--- src/sac_defines.svh ---
// constants for the successive approximation converter control block
// --------------------------------------------------------------------
// Function
// conversion lasts exactly 32 conversion clock ticks
// top reference codes FF, ground codes 00
// sample at start, then eight binary search steps
// done flag sets when result is loaded
// control write or result read clears done
// converts back to back until control written
// each new result overwrites, done flag regardless
// rc select runs converter from rc ticks
// software picks rc only below 1 MHz
// with rc clock, software polls done flag
// power on enables; results wait power settle
// channels 0 to 3 map port bits 6..3
// codes 4,5,6 pick reference, midpoint, ground
// reserved code 7 always yields 00
// powered and codes 0-4 force pin to input
// powered shared channel reads port bit as 0
// wait and halt leave converter running
// software clears power and rc before idling
// stop mode aborts and halts all activity
// stop recovery needs no extra settle wait
// control write while powered restarts sequence
// --------------------------------------------------------------------
`ifndef SAC_DEFINES_SVH
`define SAC_DEFINES_SVH
`define SAC_OFF_CTRL 12'h000
`define SAC_OFF_RES 12'h004
`define SAC_BIT_DONE 7
`define SAC_BIT_RC 6
`define SAC_BIT_PWR 5
`define SAC_BIT_SETTLED 4
`define SAC_SEL_HI 2
`define SAC_SEL_LO 0
`define SAC_CTRL_RST 8'h00
`define SAC_RES_RST 8'h00
`define SAC_CNT_LAST 5'h1F
`define SAC_CNT_SAMPLE 5'h00
`define SAC_CNT_SAR_FIRST 5'h10
`define SAC_CNT_SAR_LAST 5'h17
`define SAC_SAR_MSB 8'h80
`define SAC_CODE_ZERO 8'h00
`define SAC_SEL_RSVD 3'h7
`define SAC_SEL_LAST_PIN 3'h4
`define SAC_PIN_REF_MASK 8'h80
`define SAC_PIN_CH0_MASK 8'h40
`define SAC_SETTLE_W 16
`endif

--- src/sac_pkg.sv ---
// types for the successive approximation converter control block
package sac_pkg;
  typedef struct packed {
    logic rc_sel;
    logic pwr_on;
    logic [2:0] sel;
  } sac_ctrl_t;

  typedef enum logic [2:0] {
    SAC_ST_OFF = 3'b001,
    SAC_ST_SETTLE = 3'b010,
    SAC_ST_RUN = 3'b100
  } sac_state_t;

  typedef struct packed {
    logic [7:0] ddr_clr;
    logic [7:0] read_zero;
  } sac_port_ovr_t;
endpackage

--- src/sac_adc_ctrl.sv ---
// control logic of the 8-bit successive approximation converter
`include "sac_defines.svh"

module sac_adc_ctrl #(
  parameter logic [`SAC_SETTLE_W-1:0] PWR_SETTLE_CYC = 16'h0040,
  parameter logic [`SAC_SETTLE_W-1:0] RC_SETTLE_CYC = 16'h0040
) (
  input wire logic core_clk,
  input wire logic rst_n,
  input wire logic psel,
  input wire logic penable,
  input wire logic pwrite,
  input wire logic [11:0] paddr,
  input wire logic [31:0] pwdata,
  output logic [31:0] prdata,
  output logic pready,
  output logic pslverr,
  input wire logic rc_tick,
  input wire logic stop_mode,
  input wire logic cmp_above,
  output logic [7:0] dac_code,
  output logic sample_hold,
  output logic [2:0] amux_sel,
  output logic analog_pwr,
  output logic rc_osc_en,
  output sac_pkg::sac_port_ovr_t port_ovr,
  output logic conv_done
);

  // --------------------------------------------------------------------
  // bus decode
  // --------------------------------------------------------------------
  wire logic hit_ctrl;
  wire logic hit_res;
  wire logic mapped;
  wire logic setup_ph;
  wire logic access_ph;
  wire logic wr_ctrl;
  wire logic rd_res;

  assign hit_ctrl = (paddr == `SAC_OFF_CTRL);
  assign hit_res = (paddr == `SAC_OFF_RES);
  assign mapped = hit_ctrl | hit_res;
  assign setup_ph = psel & ~penable;
  assign access_ph = psel & penable;
  // zero wait states keep the read-clear timing simple
  assign pready = 1'b1;
  assign pslverr = access_ph & ~mapped;
  assign wr_ctrl = access_ph & pwrite & hit_ctrl;
  assign rd_res = access_ph & ~pwrite & hit_res;

  // --------------------------------------------------------------------
  // control and status state
  // --------------------------------------------------------------------
  sac_pkg::sac_ctrl_t ctrl_r;
  sac_pkg::sac_ctrl_t ctrl_nxt;
  sac_pkg::sac_state_t state_r;
  sac_pkg::sac_state_t state_nxt;
  logic [7:0] result_r;
  logic [7:0] result_nxt;
  logic done_r;
  logic done_nxt;
  logic [4:0] cnt_r;
  logic [4:0] cnt_nxt;
  logic [7:0] sar_r;
  logic [7:0] sar_nxt;
  logic [7:0] mask_r;
  logic [7:0] mask_nxt;
  logic [7:0] dac_r;
  logic [7:0] dac_nxt;
  logic sample_r;
  logic sample_nxt;
  logic [`SAC_SETTLE_W-1:0] settle_r;
  logic [`SAC_SETTLE_W-1:0] settle_nxt;
  logic [31:0] prdata_r;
  logic [31:0] prdata_nxt;

  wire logic [7:0] ctrl_rd;
  wire logic settled;
  wire logic conv_tick;
  wire logic in_sar;
  wire logic last_tick;
  wire logic keep_bit;
  wire logic [7:0] sar_step;
  wire logic [7:0] mask_step;
  wire logic [7:0] final_code;
  wire logic pwr_rise;
  wire logic rc_rise;
  wire logic [`SAC_SETTLE_W-1:0] pwr_load;
  wire logic [7:0] ctrl_rst_word;
  wire sac_pkg::sac_ctrl_t ctrl_rst;

  // reset value built field by field so the register layout stays the one source
  assign ctrl_rst_word = `SAC_CTRL_RST;
  assign ctrl_rst = {ctrl_rst_word[`SAC_BIT_RC], ctrl_rst_word[`SAC_BIT_PWR],
                     ctrl_rst_word[`SAC_SEL_HI:`SAC_SEL_LO]};

  assign settled = (settle_r == '0);
  assign ctrl_rd = {done_r, ctrl_r.rc_sel, ctrl_r.pwr_on, settled, 1'b0, ctrl_r.sel};

  // --------------------------------------------------------------------
  // control register
  // --------------------------------------------------------------------
  always_comb begin
    ctrl_nxt = ctrl_r;
    if (wr_ctrl) begin
      ctrl_nxt.rc_sel = pwdata[`SAC_BIT_RC];
      ctrl_nxt.pwr_on = pwdata[`SAC_BIT_PWR];
      ctrl_nxt.sel = pwdata[`SAC_SEL_HI:`SAC_SEL_LO];
    end
  end

  assign pwr_rise = ctrl_nxt.pwr_on & ~ctrl_r.pwr_on;
  assign rc_rise = ctrl_nxt.rc_sel & ~ctrl_r.rc_sel;
  // power and rc switched on together: the longer settle time is loaded
  assign pwr_load = (rc_rise && (RC_SETTLE_CYC > PWR_SETTLE_CYC)) ? RC_SETTLE_CYC : PWR_SETTLE_CYC;

  // --------------------------------------------------------------------
  // settle timer
  // --------------------------------------------------------------------
  // power-up and rc start each reload; the longer wait wins
  always_comb begin
    settle_nxt = settle_r;
    if (!ctrl_nxt.pwr_on) begin
      settle_nxt = '0;
    end else if (pwr_rise) begin
      settle_nxt = pwr_load;
    end else if (rc_rise && RC_SETTLE_CYC > settle_r) begin
      settle_nxt = RC_SETTLE_CYC;
    end else if (!settled && !stop_mode) begin
      settle_nxt = settle_r - 1'b1;
    end
  end

  // --------------------------------------------------------------------
  // conversion clock select
  // --------------------------------------------------------------------
  // rc ticks arrive already synchronised; bus mode ticks every cycle
  assign conv_tick = ctrl_r.rc_sel ? rc_tick : 1'b1;
  assign in_sar = (cnt_r >= `SAC_CNT_SAR_FIRST) && (cnt_r <= `SAC_CNT_SAR_LAST);
  // a conversion ending as stop begins is abandoned, not reported
  assign last_tick = conv_tick && (cnt_r == `SAC_CNT_LAST) && !stop_mode;

  // --------------------------------------------------------------------
  // binary search step
  // --------------------------------------------------------------------
  // comparator judges the registered trial code: the MSB one from the sample tick, later ones from the tick before
  assign keep_bit = cmp_above;
  assign sar_step = keep_bit ? dac_r : sar_r;
  assign mask_step = mask_r >> 1;
  assign final_code = (ctrl_r.sel == `SAC_SEL_RSVD) ? `SAC_CODE_ZERO : sar_r;

  // --------------------------------------------------------------------
  // sequencer
  // --------------------------------------------------------------------
  always_comb begin
    state_nxt = state_r;
    cnt_nxt = cnt_r;
    sar_nxt = sar_r;
    mask_nxt = mask_r;
    dac_nxt = dac_r;
    sample_nxt = 1'b0;
    result_nxt = result_r;
    done_nxt = done_r;
    if (wr_ctrl || rd_res) begin
      done_nxt = 1'b0;
    end
    case (state_r)
      sac_pkg::SAC_ST_OFF: begin
        cnt_nxt = `SAC_CNT_SAMPLE;
        if (ctrl_r.pwr_on && !stop_mode) begin
          state_nxt = sac_pkg::SAC_ST_SETTLE;
        end
      end
      sac_pkg::SAC_ST_SETTLE: begin
        cnt_nxt = `SAC_CNT_SAMPLE;
        if (settled) begin
          state_nxt = sac_pkg::SAC_ST_RUN;
        end
      end
      sac_pkg::SAC_ST_RUN: begin
        if (conv_tick) begin
          cnt_nxt = cnt_r + 1'b1;
          if (cnt_r == `SAC_CNT_SAMPLE) begin
            sample_nxt = 1'b1;
            sar_nxt = `SAC_CODE_ZERO;
            mask_nxt = `SAC_SAR_MSB;
            dac_nxt = `SAC_SAR_MSB;
          end else if (in_sar) begin
            sar_nxt = sar_step;
            mask_nxt = mask_step;
            dac_nxt = sar_step | mask_step;
          end
        end
        if (last_tick) begin
          cnt_nxt = `SAC_CNT_SAMPLE;
          result_nxt = final_code;
          done_nxt = 1'b1;
        end
      end
      default: begin
        state_nxt = sac_pkg::SAC_ST_OFF;
      end
    endcase
    // a new control write throws the running sequence away
    if (wr_ctrl && ctrl_nxt.pwr_on) begin
      state_nxt = sac_pkg::SAC_ST_SETTLE;
      cnt_nxt = `SAC_CNT_SAMPLE;
    end
    if (!ctrl_nxt.pwr_on || stop_mode) begin
      state_nxt = sac_pkg::SAC_ST_OFF;
      cnt_nxt = `SAC_CNT_SAMPLE;
      sample_nxt = 1'b0;
    end
  end

  // --------------------------------------------------------------------
  // bus read data
  // --------------------------------------------------------------------
  // captured in setup so the access phase shows flop data
  always_comb begin
    prdata_nxt = prdata_r;
    if (setup_ph) begin
      prdata_nxt = '0;
      if (hit_ctrl) begin
        prdata_nxt[7:0] = ctrl_rd;
      end else if (hit_res) begin
        prdata_nxt[7:0] = result_r;
      end
    end
  end

  // --------------------------------------------------------------------
  // flip-flops
  // --------------------------------------------------------------------
  always_ff @(posedge core_clk) begin
    if (!rst_n) begin
      ctrl_r <= ctrl_rst;
      state_r <= sac_pkg::SAC_ST_OFF;
      result_r <= `SAC_RES_RST;
      done_r <= 1'b0;
      cnt_r <= `SAC_CNT_SAMPLE;
      sar_r <= `SAC_CODE_ZERO;
      mask_r <= `SAC_CODE_ZERO;
      dac_r <= `SAC_CODE_ZERO;
      sample_r <= 1'b0;
      settle_r <= '0;
      prdata_r <= '0;
    end else begin
      ctrl_r <= ctrl_nxt;
      state_r <= state_nxt;
      result_r <= result_nxt;
      done_r <= done_nxt;
      cnt_r <= cnt_nxt;
      sar_r <= sar_nxt;
      mask_r <= mask_nxt;
      dac_r <= dac_nxt;
      sample_r <= sample_nxt;
      settle_r <= settle_nxt;
      prdata_r <= prdata_nxt;
    end
  end

  // --------------------------------------------------------------------
  // analog and port outputs
  // --------------------------------------------------------------------
  // wait and halt have no input here: the converter simply keeps running
  wire logic pin_chan;
  wire logic [7:0] pin_mask;

  assign pin_chan = ctrl_r.pwr_on && (ctrl_r.sel <= `SAC_SEL_LAST_PIN);
  // channel 0..3 -> bit 6..3, channel 4 -> bit 7
  assign pin_mask = (ctrl_r.sel == `SAC_SEL_LAST_PIN) ? `SAC_PIN_REF_MASK :
                    (`SAC_PIN_CH0_MASK >> ctrl_r.sel);

  assign port_ovr.ddr_clr = pin_chan ? pin_mask : 8'h00;
  assign port_ovr.read_zero = pin_chan ? pin_mask : 8'h00;
  assign amux_sel = ctrl_r.sel;
  assign analog_pwr = ctrl_r.pwr_on & ~stop_mode;
  assign rc_osc_en = ctrl_r.rc_sel & ~stop_mode;
  assign dac_code = dac_r;
  assign sample_hold = sample_r;
  assign conv_done = done_r;
  assign prdata = prdata_r;

endmodule

--- config.mk ---
export PLATFORM = sky130hd
export DESIGN_NAME = sac_adc_ctrl
export DESIGN_NICKNAME = d
export VERILOG_FILES = /design/src/sac_pkg.sv /design/src/sac_adc_ctrl.sv
export VERILOG_INCLUDE_DIRS = /design/src
export SDC_FILE = /design/constraint.sdc
export NUM_CORES = 1
export LEC_CHECK = 0
export BUFFER_PORTS_ARGS = -buffer_cell sky130_fd_sc_hd__buf_4
export CORE_AREA = 2 2 100 102
export DETAILED_ROUTE_END_ITERATION = 6
export DIE_AREA = 0 0 102 104
export GPL_ROUTABILITY_DRIVEN = 0
export MAX_ROUTING_LAYER = met4
export SETUP_SLACK_MARGIN = 0.4
export SYNTH_ARGS = -nofsm -noshare
export SYNTH_HDL_FRONTEND = slang
export SYNTH_SLANG_ARGS = --single-unit
--- constraint.sdc ---
create_clock -name core_clk -period 5.4 [get_ports core_clk]
set_input_delay 0.81 -clock core_clk [delete_from_list [all_inputs] [get_ports core_clk]]
set_output_delay 0.81 -clock core_clk [all_outputs]
set_load 0.01 [all_outputs]
# Yosys cells after proc, flatten, opt, wreduce, memory -nomap -nowiden
# Cells that the tools add are included.
[word_totals]
ramBits = 0
rom_bits = 0
register_bits = 71
memories = 0
latch_bits = 0
[op_classes]
n_lt_le_gt_ge = 4
eq_ne = 13
shifts = 1
multipliers = 0
div_mod_pow = 0
n_bitwise = 23
add_sub_neg = 2
mux = 28
reduce_logical = 30
[ops]
columns = ["operator", "count"]
rows = [
  ["8-bit 2-to-1 mux", 12],
  ["7-bit 2-to-1 mux", 3],
  ["7-bit by 16-bit greater-than comparator with 1-bit output (first input constant)", 1],
  ["16-bit logical NOT", 1],
  ["16-bit by 1-bit subtractor with 16-bit output (second input constant)", 1],
  ["5-bit 2-to-1 mux", 3],
  ["12-bit by 3-bit equality test with 1-bit output (second input constant)", 1],
  ["12-bit logical NOT", 1],
  ["1-bit bitwise AND", 11],
  ["1-bit NOT", 10],
  ["5-bit case mux with 2 select lines", 1],
  ["3-bit equality test (second input constant)", 3],
  ["3-bit inequality test (second input constant)", 3],
  ["3-bit case mux with 3 select lines", 1],
  ["3-bit AND reduction", 3],
  ["1-bit logical AND", 8],
  ["8-bit by 7-bit bitwise OR with 8-bit output", 1],
  ["4-bit OR reduction", 2],
  ["7-bit by 3-bit >> shifter with 8-bit output (first input constant)", 1],
  ["3-bit 2-to-1 mux", 2],
  ["2-bit inequality test (second input constant)", 3],
  ["2-bit AND reduction", 3],
  ["5-bit by 1-bit adder with 5-bit output (second input constant)", 1],
  ["5-bit equality test (second input constant)", 1],
  ["15 further kinds", 24],
]

# Depth between registers and ports, before layout
[depth]
word_depth = 8
ltp_mapped = 8

# Worst setup path before layout
# Ideal clock, no wire load.
[synth_timing]
path_kind = "input to output"
startpoint = "input port paddr[5]"
endpoint = "output port pslverr"
setup_slack_ns = 2.964
path_buffers = 1
arrival_ns = 1.626
t_required_ns = 4.590
path_stages = 4
path_cell_list = "nor4_1 -> and3_1 -> buf_2 -> nor2_1"
[synth_via]
elab_chain_cells = 4
elab_cells_between_ends = 5
cone_classes = "eq/ne (1); bitwise (3); reduce/logical (1)"
[synth_rtl]
columns = ["item", "line", "source"]
rows = [
  ["start: declaration", "sac_adc_ctrl.sv:13", "input wire logic [11:0] paddr,"],
  ["12-bit by 3-bit equality test with 1-bit output (no source line) or 12-bit logical NOT (tied branches)", "n/a", ""],
  ["1-bit bitwise OR *", "sac_adc_ctrl.sv:43", "assign mapped = hit_ctrl | hit_res;"],
  ["1-bit NOT *", "sac_adc_ctrl.sv:48", "assign pslverr = access_ph & ~mapped;"],
  ["1-bit bitwise AND *", "sac_adc_ctrl.sv:48", ""],
  ["end: declaration", "sac_adc_ctrl.sv:17", "output logic pslverr,"],
]
# Every way passes the cells marked *; elsewhere a longest branch is shown, timed or not.

# Worst setup path in the final report
# Ends and elaborated chain as after synthesis.

==> impl_metrics.ini <==
[yosys]
netlist.area_leader.share_pct = 38.0
synth_cell_types = 54
async_flop_share_pct = 0
ys.flop_type = dfxtp_1
synth_edf_count = 0
seq_area_frac_synth_pct = 38.0
ys_top_cells_by_area = dfxtp_1 38%, buf_4 8.3%, nand3_1 6.5%
netlist_area_um2 = 3690
yosys.area.top_type = dfxtp_1
postSynthCellCount = 428
ys_ff_latch = 70
synth-warning-count = 0
synth_area_per_cell_um2 = 8.62

[setup_path]
path_class = in2out
startpoint = paddr[5]
crit_cells = 5
cp_data_required_time_ns = 4.59
crit_buf_inv = 2
end_kind = output pin
worst-r2r-setup-slack_ns = 3.10
max_stage_delay_ns = 0.48
cp_top_family = simple AND/OR/NAND/NOR gates
endpoint = pslverr
start_kind = input port
crit_fanout = 11
cp_cell_sequence = buf_4 -> nor4_1 -> and3_1 -> nor2_1 -> buf_4
rr_endpoint = settle_r[6]
critPathSlowestCell = and3_1
r2r_start = settle_r[0]
r2r_cells = 7
crit_arrival_ns = 2.05
cpMostUsedCell = buf_4

[global_routing]
globalRouteOverflowTotal = 0
grt_use_total_pct = 16.0
antenna_found_initial = 0
grt_pass1_wl_mm = 13.2
grt_pass1_vias = 2771
grt_max_degree = 42

[timing]
hold_ws_ns = 0.461
finalSetupViolations = 0
max_freq_ghz = 0.349
rsz0062_at_grt = false
setup_tns_ns = 0
worst_pin_slew_ns = 0.758
slew_viol_final = 0
period_needed_ns = 2.86
fin_skew_ns = 0.00897
hold_viol_final = 0
fin_crit_sh_pct = 53.0
slew_headroom_pct = 49.4

[finish]
drive_above_1_share_pct = 20.5
nFillCells = 970
fin_util_pct = 44.9
final_common_cell = dfxtp_1
fin_area_um2 = 4290
layout_common_cells = 70 x dfxtp_1, 58 x buf_4, 48 x nand3_1
num_antenna_cells = 0
nets = 526
area_growth_pct = 16.1

[drt]
num_vias = 3033
antenna_left = 0
drt-wirelength-per-cell_um = 13.4
routed_via_density = 5.00
met2WireLength_mm = 4.15
drt_wl_total_mm = 8.12
met1_length_mm = 3.57
wl_met3_um = 321
first_iter_violations = 100
drc = 0
top_layer = met4
firstDrtPassIters = 4

[min_path]
hp-class = reg2reg

[power]
pwr_density_cell_nw_per_um2 = 267
finalPower_w = 0.00114
ir_worst_vdd_mv = 0.127
p_leak_nw = 1.64

[die]
ios = 117
die-area_um2 = 10600
coreArea_um2 = 9550
die_w_um = 102
start_util_pct = 38.7
die_h_um = 104
rows = 36

[clocking]
cts.repair.resized = 0
clk_pin_slew_ns = 0.07
cts_tree = built
postCtsSetupBuffers = 0
cts-root-buf = clkbuf_8
holdBufCountCts = 0
cts_buffers = 9
cts_sinks = 70
insertion_delay_ns = 0.34
h-tree-depth = 3
cts_buffer_depth = 2

[job]
maxCapViolations = 0

[placement]
dp_hpwl_mm = 5.73
place_area_um2 = 4010
portBuffers = 58

[run_status]
status = finished clean
worst register-to-register path: stages, from the launching register on:
cell     delay, ns
dfxtp_1       0.39
inv_1         0.09
ha_1          0.21
nor4b_1       0.16
a41oi_2       0.67
nand2_2       0.15
or4_1         0.42
a31oi_1       0.16
area by class of cell:
class / instances / area [um^2] / area share [%]
Sequential cell: 70 / 1400 / 32.7
Inverter: 8 / 30.0 / 0.701
Timing Repair Buffer: 58 / 435 / 10.2
Clock inverter: 5 / 129 / 3.01
Tap cell: 133 / 166 / 3.88
Clock buffer: 11 / 151 / 3.53
Multi-Input combinational cell: 322 / 1970 / 46.0
Yosys cell counts (10+ instances only):
master and n:
nor3_1 15, dfxtp_1 70, nand2b_1 12, nand3_1 48, nor4_1 12, nand2_1 33
a21oi_1 10, a21boi_0 16, nor2_1 25, xor2_1 14, nor2b_1 11, a21boi_1 15
buf_4 41
kinds of logic after synthesis:
kind of cell | after synthesis | synth area share [%]
AND/OR/NAND/NOR | 195 | 28.9
flip-flops | 70 | 38.0
buffers and inverters | 65 | 11.5
AO/OA/AOI/OAI | 64 | 12.6
XOR/XNOR | 15 | 3.56
multiplexers | 12 | 3.53
adder cells (fa/ha/maj) | 5 | 1.69
other | 2 | 0.203
registers in the layout (all words and copies together), names as in the netlist:
name / flops
settle_r: 16
dac_code: 8
prdata: 8
result_r: 8
sar_r: 8
mask_r: 7
cnt_r: 5
amux_sel: 3
state_r: 3
ctrl_r: 2
conv_done: 1
sample_hold: 1
worst min-delay path by stage:
stage,start,cells after the start,to,slack (ns)
finish,result_r[5],2,result_r[5],0.46
global route,result_r[3],2,result_r[3],0.50
CTS,result_r[5],2,result_r[5],0.46
detailed placement,result_r[5],2,result_r[5],0.45
global placement,result_r[5],2,result_r[5],0.45
floorplan,result_r[0],2,result_r[0],0.44
layer usage:
layer,track usage [%],vias to the layer above
li1,-,1523
met1,19.7,1442
met2,25.7,61
met3,4.17,7
met4,4.48,0
met5,-,-
power by group:
group / leakage (nW) / switching, W / internal (W)
combinational: 0.935 / 0.0000285 / 0.0000189
clock: 0.140 / 0.000199 / 0.000380
sequential: 0.563 / 0.00000000286 / 0.000516
through the flow:
step | cells | setup slack (ns)
after global routing | 607 | 2.43
after CTS | 607 | 2.52
after global placement | 591 | 2.54
final | 607 | 2.54
after detailed placement | 591 | 2.53
after floorplan | 457 | 2.96
(Power assumes the default switching activity.)
